[src/inc/bsc_pkg.sv]
// Constants and carrier types for the BAR setup register bank.
package bsc_pkg;

   // ----------------------------------------------------------------
   // Register offsets (byte addresses)
   // ----------------------------------------------------------------
   localparam logic [11:0] BAR_LO_OFS   = 12'h010;
   localparam logic [11:0] BAR_HI_OFS   = 12'h014;
   localparam logic [11:0] SETUP_OFS    = 12'h470;

   // ----------------------------------------------------------------
   // Setup register field positions
   // ----------------------------------------------------------------
   localparam int          SPACE_POS    = 0;
   localparam int          TYPE_LSB     = 1;
   localparam int          PREFETCHABLE_SELECT_POS     = 3;
   localparam int          SIZE_LSB     = 4;
   localparam int          MODE_POS     = 10;
   localparam int          XLAT_LSB     = 11;
   localparam int          TPART_LSB    = 13;
   localparam int          EN_POS       = 31;

   // ----------------------------------------------------------------
   // Reset values, masks and encodings
   // ----------------------------------------------------------------
   localparam logic [31:0] SETUP_RST    = 32'h0000_0000;
   localparam logic [31:0] SETUP_WMASK  = 32'h8000_e7ff;
   localparam logic [5:0]  SIZE_MIN     = 6'h04;
   localparam logic [1:0]  DEC_32       = 2'h0;
   localparam logic [1:0]  DEC_64       = 2'h2;
   localparam int          BASE_ADDRESS_BITS_LSB    = 4;
   localparam int          THIRTY_TWO_BIT_DECODE_TOP   = 32;
   localparam logic [31:0] RD_UNMAPPED  = 32'h0000_0000;

   // ----------------------------------------------------------------
   // Carrier types
   // ----------------------------------------------------------------
   typedef struct packed {
      logic        cyc;
      logic        stb;
      logic        we;
      logic [11:0] adr;
      logic [3:0]  sel;
      logic [31:0] dat;
   } bsc_wb_req_t;

   typedef struct packed {
      logic        ack;
      logic [31:0] dat;
   } bsc_wb_rsp_t;

   typedef struct packed {
      logic        en;
      logic        cfg_map;
      logic        dec64;
      logic        prefetch;
      logic [5:0]  size;
      logic [2:0]  tpart;
   } bsc_bar_out_t;

   typedef struct packed {
      logic [31:0]       setup;
      logic [63:4]       base;
      bsc_wb_rsp_t       rsp;
      bsc_bar_out_t      bar;
   } bsc_state_t;

endpackage

[src/rtl/bsc_top.sv]
// BAR setup register bank with the BAR it shapes, on a classic Wishbone slave.
//
// The Wishbone slave port was chosen for this implementation.
`timescale 1ns/10ps
`default_nettype none
// Overview of operation
// - Setup bit 0 is the space indicator that the BAR reports, zero for memory space.
// - Setup bits 2:1 give the reported decode type, zero for 32-bit and two for 64-bit.
// - Setup bit 3 gives the prefetchable attribute that the BAR reports.
// - Setup bits 9:4 give the window size as two to the power of the field, in bytes.
// - The lowest base-address bit of the BAR stands for address bit 4, and upward.
// - With a size of four or more, base-address bits at or above the size position are writable.
// - Base-address bits from position four up to below the size read zero and drop writes.
// - A size below four makes every base-address bit read-only zero but leaves the BAR enabled.
// - Under 32-bit decoding, address bits at and above 32 are ignored whatever the size.
// - Setup bit 10 selects address window (zero) or mapped configuration space (one).
// - With the enable bit 31 clear the BAR reads zero and all setup values are ignored.
module bsc_top (
   input  wire logic                 clk_i,
   input  wire logic                 rst_i,
   input  wire bsc_pkg::bsc_wb_req_t wb_i,
   output var  bsc_pkg::bsc_wb_rsp_t wb_o,
   output logic                      bar_en_o,
   output logic                      bar_cfg_map_o,
   output logic                      bar_dec64_o,
   output logic                      bar_prefetch_o,
   output logic [5:0]                bar_size_o,
   output logic [2:0]                bar_tpart_o,
   output logic [63:4]               bar_base_o
);

   // ----------------------------------------------------------------
   // State
   // ----------------------------------------------------------------
   bsc_pkg::bsc_state_t st_q;
   bsc_pkg::bsc_state_t st_d;

   logic                en;
   logic                dec64;
   logic [5:0]          size;
   logic [63:4]         wmask;
   logic [63:4]         base_vis;
   logic [31:0]         bar_lo_rd;
   logic [31:0]         bar_hi_rd;
   logic [31:0]         rd_data;
   logic [31:0]         byte_m;
   logic [31:0]         lo_m;
   logic [31:0]         hi_m;
   logic [31:0]         lo_new;
   logic [31:0]         hi_new;
   logic                req;
   logic                wr_now;

   assign en    = st_q.setup[bsc_pkg::EN_POS];
   assign size  = st_q.setup[bsc_pkg::SIZE_LSB +: 6];
   assign dec64 = (st_q.setup[bsc_pkg::TYPE_LSB +: 2] == bsc_pkg::DEC_64);

   // ----------------------------------------------------------------
   // Writable mask of the base-address bits
   // ----------------------------------------------------------------
   // Each mask bit stands for one bus address bit, so bit 4 of the mask is
   // the lowest base-address bit of the BAR.
   generate
      for (genvar a = bsc_pkg::BASE_ADDRESS_BITS_LSB; a < 64; a++) begin : g_mask
         localparam logic [6:0] APOS = 7'(a);
         assign wmask[a] = en
                         && (size >= bsc_pkg::SIZE_MIN)
                         && ({1'b0, size} <= APOS)
                         && ((a < bsc_pkg::THIRTY_TWO_BIT_DECODE_TOP) || dec64);
      end
   endgenerate

   // The read-back is masked by the present setup, so a narrower window or a
   // cleared enable shows on the very next read.
   assign base_vis = st_q.base & wmask;

   // ----------------------------------------------------------------
   // Read-back of the BAR pair
   // ----------------------------------------------------------------
   // Reserved space and type encodings are reported exactly as stored; only
   // type two opens the upper word of the pair.
   always_comb begin
      bar_lo_rd = 32'h0000_0000;
      bar_hi_rd = 32'h0000_0000;
      if (en) begin
         bar_lo_rd[31:4] = base_vis[31:4];
         bar_lo_rd[bsc_pkg::SPACE_POS] = st_q.setup[bsc_pkg::SPACE_POS];
         bar_lo_rd[bsc_pkg::TYPE_LSB +: 2] = st_q.setup[bsc_pkg::TYPE_LSB +: 2];
         bar_lo_rd[bsc_pkg::PREFETCHABLE_SELECT_POS] = st_q.setup[bsc_pkg::PREFETCHABLE_SELECT_POS];
         bar_hi_rd = base_vis[63:32];
      end
   end

   // ----------------------------------------------------------------
   // Bus decode
   // ----------------------------------------------------------------
   // A request is answered one cycle after it is taken, with no wait states; a
   // request still seen while ack is high is not taken again.
   assign req    = wb_i.cyc & wb_i.stb;
   assign wr_now = req & wb_i.we & st_q.rsp.ack;
   assign byte_m = {{8{wb_i.sel[3]}}, {8{wb_i.sel[2]}},
                    {8{wb_i.sel[1]}}, {8{wb_i.sel[0]}}};
   assign lo_m   = byte_m & {wmask[31:4], 4'h0};
   assign hi_m   = byte_m & wmask[63:32];
   // Unwritten lanes keep the masked base, so a bit that the mask has cut can
   // never come back through a partial write.
   assign lo_new = ({base_vis[31:4], 4'h0} & ~lo_m) | (wb_i.dat & lo_m);
   assign hi_new = (base_vis[63:32] & ~hi_m) | (wb_i.dat & hi_m);

   always_comb begin
      case (wb_i.adr)
         bsc_pkg::SETUP_OFS:  rd_data = st_q.setup;
         bsc_pkg::BAR_LO_OFS: rd_data = bar_lo_rd;
         bsc_pkg::BAR_HI_OFS: rd_data = bar_hi_rd;
         default:             rd_data = bsc_pkg::RD_UNMAPPED;
      endcase
   end

   // ----------------------------------------------------------------
   // Next state
   // ----------------------------------------------------------------
   always_comb begin
      st_d         = st_q;
      st_d.base    = base_vis;
      st_d.rsp.ack = req & ~st_q.rsp.ack;
      if (req && !st_q.rsp.ack) begin
         st_d.rsp.dat = rd_data;
      end
      // Writes land on the edge that sees ack high, as the master expects.
      if (wr_now) begin
         case (wb_i.adr)
            bsc_pkg::SETUP_OFS: begin
               st_d.setup = (st_q.setup & ~(byte_m & bsc_pkg::SETUP_WMASK))
                          | (wb_i.dat & byte_m & bsc_pkg::SETUP_WMASK);
            end
            bsc_pkg::BAR_LO_OFS: begin
               st_d.base[31:4] = lo_new[31:4];
            end
            bsc_pkg::BAR_HI_OFS: begin
               st_d.base[63:32] = hi_new;
            end
            default: begin
               st_d.base = base_vis;
            end
         endcase
      end
      // The outputs are registered copies of what the same edge stores in the
      // setup register, so a consumer never sees a decode glitch.
      st_d.bar.en       = st_d.setup[bsc_pkg::EN_POS];
      st_d.bar.cfg_map  = st_d.bar.en & st_d.setup[bsc_pkg::MODE_POS];
      st_d.bar.dec64    = st_d.bar.en
                        & (st_d.setup[bsc_pkg::TYPE_LSB +: 2] == bsc_pkg::DEC_64);
      st_d.bar.prefetch = st_d.bar.en & st_d.setup[bsc_pkg::PREFETCHABLE_SELECT_POS];
      st_d.bar.size     = st_d.bar.en ? st_d.setup[bsc_pkg::SIZE_LSB +: 6] : 6'h00;
      st_d.bar.tpart    = st_d.bar.en ? st_d.setup[bsc_pkg::TPART_LSB +: 3] : 3'h0;
   end

   always_ff @(posedge clk_i) begin
      if (rst_i) begin
         st_q.setup <= bsc_pkg::SETUP_RST;
         st_q.base  <= 60'h0;
         st_q.rsp   <= '0;
         st_q.bar   <= '0;
      end else begin
         st_q <= st_d;
      end
   end

   // ----------------------------------------------------------------
   // Outputs
   // ----------------------------------------------------------------
   // All outputs are flops; the base lags a setup write by one cycle, which
   // no bus read can observe since reads answer from the live mask.
   assign wb_o           = st_q.rsp;
   assign bar_en_o       = st_q.bar.en;
   assign bar_cfg_map_o  = st_q.bar.cfg_map;
   assign bar_dec64_o    = st_q.bar.dec64;
   assign bar_prefetch_o = st_q.bar.prefetch;
   assign bar_size_o     = st_q.bar.size;
   assign bar_tpart_o    = st_q.bar.tpart;
   assign bar_base_o     = st_q.base;

   // The read qualifiers mark the edge at which read data is captured, so each
   // read check looks at the data one cycle later, while ack stands.
   logic rd_lo;
   logic rd_hi;
   logic rd_set;
   logic rd_other;
   assign rd_lo = req & ~wb_i.we & ~st_q.rsp.ack & (wb_i.adr == bsc_pkg::BAR_LO_OFS);
   assign rd_hi = req & ~wb_i.we & ~st_q.rsp.ack & (wb_i.adr == bsc_pkg::BAR_HI_OFS);
   assign rd_set = req & ~wb_i.we & ~st_q.rsp.ack & (wb_i.adr == bsc_pkg::SETUP_OFS);
   assign rd_other = req & ~wb_i.we & ~st_q.rsp.ack & ~rd_lo & ~rd_hi & ~rd_set;
endmodule
`default_nettype wire

[config.mk]
export PLATFORM = sky130hd
export DESIGN_NAME = bsc_top
export DESIGN_NICKNAME = d
export VERILOG_FILES = /design/src/inc/bsc_pkg.sv /design/src/rtl/bsc_top.sv
export SDC_FILE = /design/constraint.sdc
export NUM_CORES = 1
export LEC_CHECK = 0
export BUFFER_PORTS_ARGS = -buffer_cell sky130_fd_sc_hd__buf_2
export CORE_AREA = 5 5 140 142
export CTS_CLUSTER_SIZE = 20
export DETAILED_ROUTE_END_ITERATION = 10
export DIE_AREA = 0 0 145 147
export PLACE_DENSITY = 0.56
export SLEW_MARGIN = 20
export SYNTH_ARGS = -nofsm -noshare
export SYNTH_HDL_FRONTEND = slang
export SYNTH_SLANG_ARGS = --single-unit
[constraint.sdc]
create_clock -name clk_i -period 1.9 [get_ports clk_i]
set_input_delay 0.095 -clock clk_i [delete_from_list [all_inputs] [get_ports clk_i]]
set_output_delay 0.095 -clock clk_i [all_outputs]
set_load 0.01 [all_outputs]
Word-level counts from Yosys, hierarchy flattened
Cells that the tools add are included.
{ "classes": {"mux": 7, "n_eq_ne": 5, "n_reduce_logical": 96, "bitwise": 24, "order_cmp": 60} }
{ "op_table": {"columns": ["operator", "count"], "rows": [
  ["bitwise AND 32 bit", 8],
  ["less-or-equal comparator 6 bit, second input constant", 31],
  ["2-to-1 mux 32 bit", 4],
  ["less-or-equal comparator 6 x 5 -> 1 bit, second input constant", 16],
  ["NOT 32 bit", 3],
  ["bitwise OR 32 bit", 3],
  ["case mux 32 bit (3 select lines)", 1],
  ["logical AND 1 bit", 93],
  ["2-to-1 mux 92 bit", 1],
  ["bitwise AND 60 bit", 1],
  ["less-or-equal comparator 6 x 4 -> 1 bit, second input constant", 8],
  ["2-to-1 mux 28 bit", 1],
  ["== test 12 x 5 -> 1 bit, second input constant", 2],
  ["less-or-equal comparator 6 x 3 -> 1 bit, second input constant", 4],
  ["== test 12 x 11 -> 1 bit, second input constant", 1],
  ["bitwise AND 1 bit", 7],
  [">= comparator 6 x 3 -> 1 bit, second input constant", 1],
  ["== test 2 bit, second input constant", 2],
  ["NOT 1 bit", 2],
  ["AND reduction 2 bit", 1],
  ["OR reduction 2 bit", 1],
  ["logical NOT 1 bit", 1]
]} }
{ "totals": {"out_inout_bits": 106, "ff_bits": 138, "in_bits": 53, "elab_cells": 203} }

Depth between registers and ports, before layout
Gate-level depths: netlist (run 1).
{ "logic_depth": {"ltp_word": 12, "ltp_mapped": 7, "ltp_nobuf": 7} }

Worst setup path before layout (run 1)
OpenSTA, ideal clock, no wires.
{ "synth_path": {"path_type": "reg2reg", "from": "register st_q, in the netlist wb_o[32]", "to": "register st_q, in the netlist wb_o[19]", "setup_time_ns": 0.079, "slack_ns": 0.146, "t_required_ns": 1.821, "arrival_ns": 1.675, "period_less_slack_ns": 1.754, "path_stages_with_launch": 6, "n_path_buf": 0, "path_cell_list": "dfxtp_1 and3b_2 o2111ai_2 or3b_4 or4_1 o211ai_1"} }
{ "synth_via": {"elab_chain_cells": 2} }
{ "synth_lines": {"columns": ["element", "line_no", "text"], "rows": [
  ["start, declared", "bsc_top.sv:35", "bsc_pkg::bsc_state_t st_q;"],
  ["start signal, assigned", "bsc_top.sv:165", "st_q <= st_d;"],
  ["logical NOT 1 bit", "bsc_top.sv:126", "if (req && !st_q.rsp.ack) begin"],
  ["logical AND 1 bit", "bsc_top.sv:126", null]
]} }
No other way between the ends.
A chain may end at the register's enable or synchronous reset.

Final worst setup path (run 1)
{ "layout_path": {"from": "register st_q, in the netlist size[4]", "to": "register st_q, in the netlist wb_o[4]"} }
{ "layout_via": {"elab_chain_cells": 7, "elab_cells_between_ends": 11, "cone_classes": "order compare (3); mux (3); bitwise (1); reduce/logical (4)"} }
{ "layout_lines": {"columns": ["element", "line_no", "text"], "rows": [
  [">= comparator 6 x 3 -> 1 bit", "bsc_top.sv:67", "&& (size >= bsc_pkg::SIZE_MIN)"],
  ["logical AND 1 bit", "bsc_top.sv:67", null],
  ["logical AND 1 bit", "bsc_top.sv:68", "&& ({1'b0, size} <= APOS)"],
  ["logical AND 1 bit", "bsc_top.sv:69", "&& ((a < bsc_pkg::THIRTY_TWO_BIT_DECODE_TOP) || dec64);"],
  ["bitwise AND 60 bit *", "bsc_top.sv:75", "assign base_vis = st_q.base & wmask;"],
  ["2-to-1 mux 32 bit", "bsc_top.sv:85", "if (en) begin"],
  ["case mux 32 bit (3 select lines) *", "bsc_top.sv:111", "case (wb_i.adr)"]
]} }
Every way passes the cells marked *; elsewhere a longest branch is shown, timed or not.

==> run metrics, run 1 <==
gr busiest metal met2; Max H-tree Level 4; clock sink count 120; Fin Setup TNS 0 ps; share of layout cells above drive strength 1 34.8%; area of the multi-input gates 3050 um^2; Synth area leaders dfxtp_1 (38%), buf_4 (12%), mux2i_1 (9.5%); Reg area 2400 um^2; Die Width 145 um; total CTS buffers 17; largest net degree at the start of global routing 37; Hold Path Sink bar_base_o[8]; clk_lat worst skew 420 ps; met2 Use GR 33.6%; ant diodes 0; post-synthesis sequential area ratio 37.5%; DPL Wire Length 17200 um; GPL Wtd Cong 0.909; clock period minus final worst setup slack 1830 ps; power per cell area 717 nW/um^2; Leak 3.10 nW; Vias/cell 5.25; max_slew headroom 55.6%; Yosys cell types 68; Ports 159; P&R area growth vs syn 27.7%; worst hold path type in -> reg; first-pass GRT wire length 35100 um; WP buf/inv 1; post-route cell area 8180 um^2; Synthesis Warnings 0; Std-Cell Core Area 18300 um^2; Period Utilization, post-route 96.3%; Crit. path cell count 6; fin util 44.6%; slowest library cell on the worst path or4_1; WP data required 2190 ps; DRT Wirelength 22700 um; detailed router's first-iteration violation count 347; fmax 547 MHz; area leader, netlist dfxtp_1; RSZ-0062 raised after global routing yes; final setup margin 70.9 ps; WS Path Type reg -> reg; DR vias 5954; Async SR Flop Fraction 0%; average size of a mapped cell 8.71 um^2; Worst-path clk slew 50 ps; drt pass-1 iters 5; R2R Path Start size[4]; HP Start wb_i[8]; Crit path largest cell delay 590 ps; CP cell instances or4_1 -> nand3_2 -> nor2_2 -> buf_12 -> a31oi_1 -> o21ai_0; final count of pins violating max slew 0; reg2reg end wb_o[4]; maxcap violations 0; Starting Density 34.9%; Commonest cells post-synth dfxtp_1 (120), buf_4 (102), nand2_1 (83), mux2i_1 (61), o21ai_0 (42); clock skew 7.63 ps; Final setup viols 0; Post-Synthesis Cells 735; DP Area 7270 um^2; Site Rows 50; CP startpoint kind register; FF-to-FF setup slack 70 ps; CP max FO 18; GR Util met3 7.25%; CP Data Arrival Time 2120 ps; total power 5.87 mW; Layout Nets 941; slew at the pin with the worst max-slew slack 662 ps; drc violations 0; pre-CTS WS -56.8 ps; Most used DFF post-synth dfxtp_1; status complete, no violations; die area 21300 um^2; share of Yosys cell area claimed by the top area cell type 37.5%; GRT Total Usage 20.9%; vias in the first global route 6033; Worst Reg-to-Reg Cells 6; Peak VDD IR 0.603 mV; Post-Syn Area 6400 um^2; final number of hold-violating endpoints 0; number of synthesized flops with an enable pin 0; Seq cells post-synth 120; Remaining Overflow, GRT 0; PortBufs 158; die height 147 um; Syn Nets 788; Hold Crit Depth 3; initial antenna violation count 0; wire length per cell 20.0 um; antenna violation net count after detailed routing 0; # fillers 1853; crit-path leading delay family simple AND/OR/NAND/NOR gates; top-count cell post-synth dfxtp_1; Critical Path End Type register; clk buf depth 2; root buf cell clkbuf_16; CTS tree done; GRT met1 Usage 26.3%
## placed cells by master (no fill, tap or decap), types with 15 or more instances in the layout
master	instances
o21ai_0	41
clkbuf_16	17
buf_2	158
a21oi_1	23
nor3_1	40
nand3_1	15
mux2i_1	61
buf_4	73
dfxtp_1	120
nor2_1	39
dlygate4sd3_1	29
nand2_1	81
## how the worst max path moves through the flow
stage                  start             end  slack [ps]
finish               size[4]         wb_o[4]          70
global route         size[4]        wb_o[25]         -20
CTS                 wb_o[32]         wb_o[2]          20
detailed placement  wb_o[32]  bar_base_o[47]         -60
global placement    wb_o[32]  bar_base_o[40]         -20
floorplan           wb_o[32]        wb_o[19]         150
## cell type report
type,count,area share [%]
Timing Repair Buffer,270,22.4
Sequential cell,120,29.4
Tap cell,234,3.58
Clock buffer,22,5.68
Clock inverter,9,1.22
Multi-Input combinational cell,469,37.3
Inverter,10,0.459
## tightest hold or removal path: cells and delay by family
family / cells / cell delay (ps)
buffers and inverters: 1 / 110
muxes: 1 / 70
and+or+nand+nor: 1 / 110
## metrics by stage
stage          instances  hold WS, ps
2_1_floorplan        735          229
3_3_place_gp        1073          360
3_5_place_dp        1073          364
4_1_cts             1133        0.821
5_1_grt             1134         22.0
6_report            1134         17.2
## cell families after synthesis
kind of cell,count (synthesis),synth area share [%]
simple gates,269,23.0
buf+inv,146,15.6
compound gates,139,14.3
flops,120,37.5
mux,61,9.54
## flip-flops by register name, indices dropped and copies added (netlist names), named ones only
signal          cells
st_q                7
bar_size_o          6
size                6
bar_en_o            1
bar_tpart_o         3
bar_base_o         60
bar_prefetch_o      1
wb_o               33
bar_dec64_o         1
bar_cfg_map_o       1
## metal layers
metal	part of all wire (%)	wire length (um)	vias up
li1	-	-	2846
met1	43	9700	2842
met2	46	10500	233
met3	8.9	2020	33
met4	2.1	486	0
met5	0	0	-
## power by group
group / internal, mW / leakage, nW / switching [mW]
clock: 1.98 / 0.276 / 1.15
combinational: 0.107 / 1.85 / 0.110
sequential: 2.52 / 0.966 / 0.000652
total: 4.60 / 3.10 / 1.26
## repair_timing
action,4_1_cts,5_1_grt
setup endpoints to repair,24,32
endpoints found under the hold margin,44,0
buffers inserted,0,1
pin swaps,0,1
gates cloned,0,0
hold buffers,29,0
resized for setup,1,12
(Power assumes the default switching activity.)
==> inputs of run 2 (changes only) <==
- PLACE_DENSITY: 0.56 -> 0.58
- SETUP_SLACK_MARGIN: not set -> 0.3
- clock period: 1.9 -> 1.5 ns (I/O delays scaled with it)
==> run 2 against run 1 <==
The run now ends with negative setup slack left. Count of clock-buffer cells in the layout down 5. Die area unchanged. Critical endpoint is now wb_o[2]. Maximum frequency up 3.0%. Utilization up 13 points. Sequential cell count unchanged. Largest power group unchanged. Sequential power up 26%.
==> run metrics, run 2 (same netlist as run 1, synthesis figures left out) <==
DPL Wire Length 18200 um (+5.8%); # fillers 1521 (-18%); CP cell instances and3b_2 -> nand2b_4 -> or4_4 -> or3b_1 -> nand3_1; P&R area growth vs syn 64.7%; Starting Density 34.9% (unchanged); Layout Nets 1064 (+13%); Critical Path End Type register; slew at the pin with the worst max-slew slack 503 ps (-159 ps); power per cell area 770 nW/um^2 (+7.3%); WP buf/inv 0 (-1); CP startpoint kind register; final number of hold-violating endpoints 0 (unchanged); slowest library cell on the worst path or4_4; fmax 563 MHz (+3.0%); clk buf depth 2 (unchanged); FF-to-FF setup slack -280 ps (-350 ps); clock skew 8.21 ps (+0.577 ps); die height 147 um (unchanged); drc violations 0 (unchanged); ant diodes 0 (unchanged); Die Width 145 um (unchanged); max_slew headroom 66.4% (+11 points); DRT Wirelength 25400 um (+12%); violated checks negative setup slack; maxcap violations 0 (unchanged); root buf cell clkbuf_16; CTS tree done; first-pass GRT wire length 38600 um (+9.9%); Vias/cell 5.26 (+0.24%); Peak VDD IR 0.753 mV (+25%); vias in the first global route 6730 (+12%); Site Rows 50 (unchanged); initial antenna violation count 0 (unchanged); Crit path largest cell delay 530 ps (-60 ps); crit-path leading delay family simple AND/OR/NAND/NOR gates; final count of pins violating max slew 0 (unchanged); Cells after DPL 1152 (+7.4%); max reg flops 60 (unchanged); fin util 57.5% (+13 points); R2R Path Start wb_o[32]; PortBufs 158 (unchanged); GRT Total Usage 22.9% (+1.9 points); crit path from wb_o[32]; total power 8.12 mW (+38%); Final setup viols 117 (+117); clock sink count 120 (unchanged); largest net degree at the start of global routing 30 (-19%); worst hold path type in -> reg; WP data required 1860 ps (-330 ps); detailed router's first-iteration violation count 540 (+56%); CP max FO 4 (-14); Max H-tree Level 4 (unchanged); die area 21300 um^2 (unchanged); Final Instance Count excl. Fillers 1258 (+11%); GPL Wtd Cong 0.888 (-2.3%); HP Start rst_i; DR vias 6621 (+11%); status finished, violations left; CP Data Arrival Time 2140 ps (+20 ps); most frequent cells in the layout buf_2 (158), buf_4 (138), dfxtp_1 (112), nand2_1 (55), mux2i_1 (49); final setup margin -275 ps (-346 ps); Period Utilization, post-route 118% (+22 points); drt pass-1 iters 6 (+1); Min Hold Slack 88.3 ps (+71.0 ps); clock period minus final worst setup slack 1780 ps (-54.1 ps); WS Path Type reg -> reg; clk_lat worst skew 420 ps (about the same); Leak 4.02 nW (+30%); RSZ-0062 raised after global routing yes; Std-Cell Core Area 18300 um^2 (unchanged); wire length per cell 20.2 um (+1.2%); total CTS buffers 17 (unchanged); share of layout cells above drive strength 1 56.0% (+21 points); Remaining Overflow, GRT 0 (unchanged); commonest non-fill, non-tap cell in the layout buf_2; antenna violation net count after detailed routing 0 (unchanged); Worst-path clk slew 60 ps (about the same); Ports 159 (unchanged)
[run 2: power breakdown]
part           leakage (nW)  switching (mW)  internal (mW)
clock                 0.309            1.62           2.95
combinational          2.74           0.188          0.174
sequential            0.971        0.000746           3.18
total                  4.02            1.81           6.31
[run 2: layout make-up]
type	count	area [um^2]	area share, %
multi-input combinational	469	4000	37.9
timing repair buffer	393	3150	29.8
sequential	120	2420	22.9
clock buffer	17	425	4.03
tap	234	293	2.78
clock inverter	15	226	2.15
inverter	10	40.0	0.380
[run 2: worst paths after layout]
kind | to | depth (start not counted)
worst max-delay path | wb_o[2] | 5
worst min-delay path | wb_o[32] | 3
worst max register to register | wb_o[2] | 5
worst min register to register | wb_o[25] | 2
[run 2: tightest hold or removal path: stages]
cell and delay [ps]:
buf_2 150, nand2b_4 160, inv_1 80
[run 2: metrics by stage]
stage	cell area [um^2]	setup WS [ps]	TNS (ps)
2_1_floorplan	6790	-226	-2660
3_3_place_gp	8290	-419	-21320
3_5_place_dp	8290	-410	-24060
4_1_cts	10100	-278	-12700
5_1_grt	10500	-345	-21460
6_report	10500	-275	-15560
[run 2: routing by layer]
metal	vias up	GRT usage (%)	part of all wire (%)
met2	239	37.8	48
met3	50	5.58	6.6
li1	3114	-	-
met5	-	0	0
met4	0	7.39	2.5
met1	3218	29.3	43
[run 2: timing repair]
action,CTS,global route
pin swaps,60,44
endpoints found under the setup margin,119,119
resized for setup,133,80
cloned,2,0
hold buffers,33,0
endpoints found under the hold margin,61,0
buffers inserted,32,7
==> inputs of run 3 (changes only) <==
- ABC_AREA: not set -> 1
- CORE_AREA: 5 5 140 142 -> 5 5 147 149
- DIE_AREA: 0 0 145 147 -> 0 0 152 154
- PLACE_DENSITY: 0.58 -> 0.57
==> run 3 against run 2 <==
Setup slack better by 83 ps. Cell count grew 31%. Sequential share of layout area down 2.6 points. The run still ends with negative setup slack left. Non-clock buffer count is 16 higher. Critical path type unchanged. Global-route usage up 2.2 points. Highest routed layer unchanged.
==> run metrics, run 3 <==
status finished, violations left; violated checks negative setup slack; clock sink count 120 (unchanged); largest net degree at the start of global routing 47 (+57%); commonest non-fill, non-tap cell in the layout nand2_1; Starting Density 35.4% (+0.49 points); area leader, netlist dfxtp_1; Layout Nets 1419 (+33%); most frequent cells in the layout nand2_1 (180), buf_2 (158), buf_4 (142), dfxtp_1 (112), nor2_1 (84); CP Data Arrival Time 2050 ps (-90 ps); Worst-path clk slew 60 ps (about the same); Std-Cell Core Area 20000 um^2 (+9.3%); Top cell by count, worst path buf_6; Yosys cell types 37 (-46%); maxcap violations 0 (unchanged); post-synthesis sequential area ratio 33.9% (-3.7 points); Most used DFF post-synth dfxtp_1; vias in the first global route 8100 (+20%); worst hold path type in -> reg; GPL Wtd Cong 0.955 (+7.6%); crit-path leading delay family simple AND/OR/NAND/NOR gates; DRT Wirelength 30700 um (+21%); CP cell instances buf_6 -> nor2_4 -> nand2_4 -> buf_6 -> nand3_4 -> buf_4 -> buf_6 -> nor2_4 -> nand3_2 -> nand3_2 -> nand2_1 -> a21oi_1; clock skew 8.08 ps (-0.134 ps); total CTS buffers 17 (unchanged); WS Path Type reg -> reg; CP max FO 8 (+4); detailed router's first-iteration violation count 429 (-21%); final setup margin -192 ps (+83.1 ps); ant diodes 0 (unchanged); max reg flops 60 (unchanged); # fillers 1871 (+23%); share of layout cells above drive strength 1 54.6% (-1.4 points); Max H-tree Level 4 (unchanged); Post-Synthesis Cells 1075 (+46%); pre-CTS WS -714 ps (-304 ps); initial antenna violation count 0 (unchanged); Syn Nets 1128 (+43%); Final setup viols 70 (-40%); max_slew headroom 66.4% (+0.069 points); share of Yosys cell area claimed by the top area cell type 33.9% (-3.7 points); slew at the pin with the worst max-slew slack 504 ps (+0.600 ps); Die Width 152 um (+4.8%); slowest library cell on the worst path dfxtp_2; Vias/cell 5.03 (-4.5%); Critical Path End Type register; CP startpoint kind register; Synthesis Warnings 0 (unchanged); PortBufs 158 (unchanged); DPL Wire Length 22400 um (+23%); root buf cell clkbuf_16; Worst Reg-to-Reg Cells 12 (+7); Async SR Flop Fraction 0% (unchanged); Hold Crit Depth 3 (unchanged); Remaining Overflow, GRT 0 (unchanged); first-pass GRT wire length 46000 um (+19%); die height 154 um (+4.8%); WP buf/inv 4 (+4); wire length per cell 18.6 um (-8.0%); Period Utilization, post-route 113% (-5.5 points); Crit. path cell count 12 (+7); Site Rows 52 (+4.0%); fmax 591 MHz (+4.9%); WP data required 1850 ps (about the same); drc violations 0 (unchanged); clock period minus final worst setup slack 1690 ps (-83.1 ps); DR vias 8290 (+25%); drt pass-1 iters 6 (unchanged); Crit path largest cell delay 340 ps (-190 ps); Fin Setup TNS -6560 ps (+8990 ps); top-count cell post-synth nand2_1; GRT Total Usage 25.0% (+2.2 points); Synth area leaders dfxtp_1 (34%), nand2_1 (13%), buf_4 (11%); die area 23400 um^2 (+9.8%); number of synthesized flops with an enable pin 0 (unchanged); clk buf depth 2 (unchanged); power per cell area 672 nW/um^2 (-13%); CTS tree done; P&R area growth vs syn 67.6%; average size of a mapped cell 6.60 um^2 (-24%); Cells after DPL 1528 (+33%); final number of hold-violating endpoints 0 (unchanged); Seq cells post-synth 120 (unchanged); Commonest cells post-synth nand2_1 (248), nor2_1 (149), dfxtp_1 (120), buf_4 (106), nand3_1 (90); antenna violation net count after detailed routing 0 (unchanged); clk_lat worst skew 430 ps (about the same); Post-Syn Area 7100 um^2 (+11%); RSZ-0062 raised after global routing yes; Peak VDD IR 0.702 mV (-6.7%); Ports 159 (unchanged); Final Instance Count excl. Fillers 1649 (+31%); Leak 5.29 nW (+32%); final count of pins violating max slew 0 (unchanged)
run 3: changes by cell type after synthesis, sizes merged, moves of 25 or more:
cell / change
nand2: +177
nor2: +115
inv: +83
nand3: +75
a21oi: +66
mux2i: -61
nor3: -25
run 3: kinds of logic (layout without fill, tap and decap cells):
kind of cell	count (synthesis)	after routing	share of synthesized area [%]
and+or+nand+nor	552	554	34.5
DFF	120	120	33.9
buffers and inverters	237	539	18.9
AOI/OAI and AO/OA	166	166	12.7
run 3: through the flow:
| stage | power [mW] | hold slack (ps) | instance area, um^2 | util (%) |
|---|---|---|---|---|
| 2_1_floorplan | 3.39 | 200 | 7270 | - |
| 3_3_place_gp | 3.58 | 323 | 8800 | 43.9 |
| 3_5_place_dp | 3.58 | 324 | 8800 | 43.9 |
| 4_1_cts | 8.01 | 16.6 | 11100 | 55.4 |
| 5_1_grt | 8.21 | 16.2 | 11900 | 59.3 |
| 6_report | 7.99 | 5.97 | 11900 | 59.3 |
run 3: timing repair:
action,in CTS,in global routing
gates cloned,2,0
setup buffers,35,21
endpoints found under the hold margin,54,0
hold buffers,31,0
gates resized for setup,294,160
endpoints found under the setup margin,120,120
pin swaps,83,68
run 3: worst reg2reg max path, cell delays in order (launching register included):
cell     delay, ps
dfxtp_2        340
buf_6          110
nor2_4          40
nand2_4         80
buf_6          100
nand3_4        200
buf_4          230
buf_6          110
nor2_4         110
nand3_2         80
nand3_2         70
nand2_1         50
a21oi_1        110
run 3: worst paths after layout:
path	end	slack (ps)	startpoint
worst max-delay path	wb_o[13]	-190	size[4]
worst min-delay path	bar_base_o[50]	6	wb_i[34]
worst max register to register	wb_o[13]	-190	size[4]
worst min register to register	wb_o[24]	460	wb_o[24]
run 3: area by class of cell:
class                      count  area, um^2  area share (%)
timing repair buffer         409        3220            27.1
sequential                   120        2420            20.4
inverter                      98         430            3.62
clock inverter                11         171            1.44
clock buffer                  21         450            3.79
tap                          270         338            2.84
multi-input combinational    720        4860            40.8
run 3: report_power, final:
| group | leakage, nW | internal (mW) | switching [mW] | total (mW) |
|---|---|---|---|---|
| clock | 0.298 | 2.83 | 1.56 | 4.39 |
| sequential | 0.971 | 3.18 | 0.00123 | 3.18 |
| combinational | 4.03 | 0.165 | 0.252 | 0.417 |
| total | 5.29 | 6.17 | 1.81 | 7.99 |
run 3: routing by layer:
| metal | GRT usage, % | wire length (um) | vias to the layer above |
|---|---|---|---|
| li1 | - | - | 3960 |
| met1 | 30.8 | 12600 | 3952 |
| met2 | 43.7 | 15200 | 314 |
| met3 | 4.08 | 1520 | 64 |
| met4 | 9.80 | 1370 | 0 |
| met5 | 0 | 0 | - |
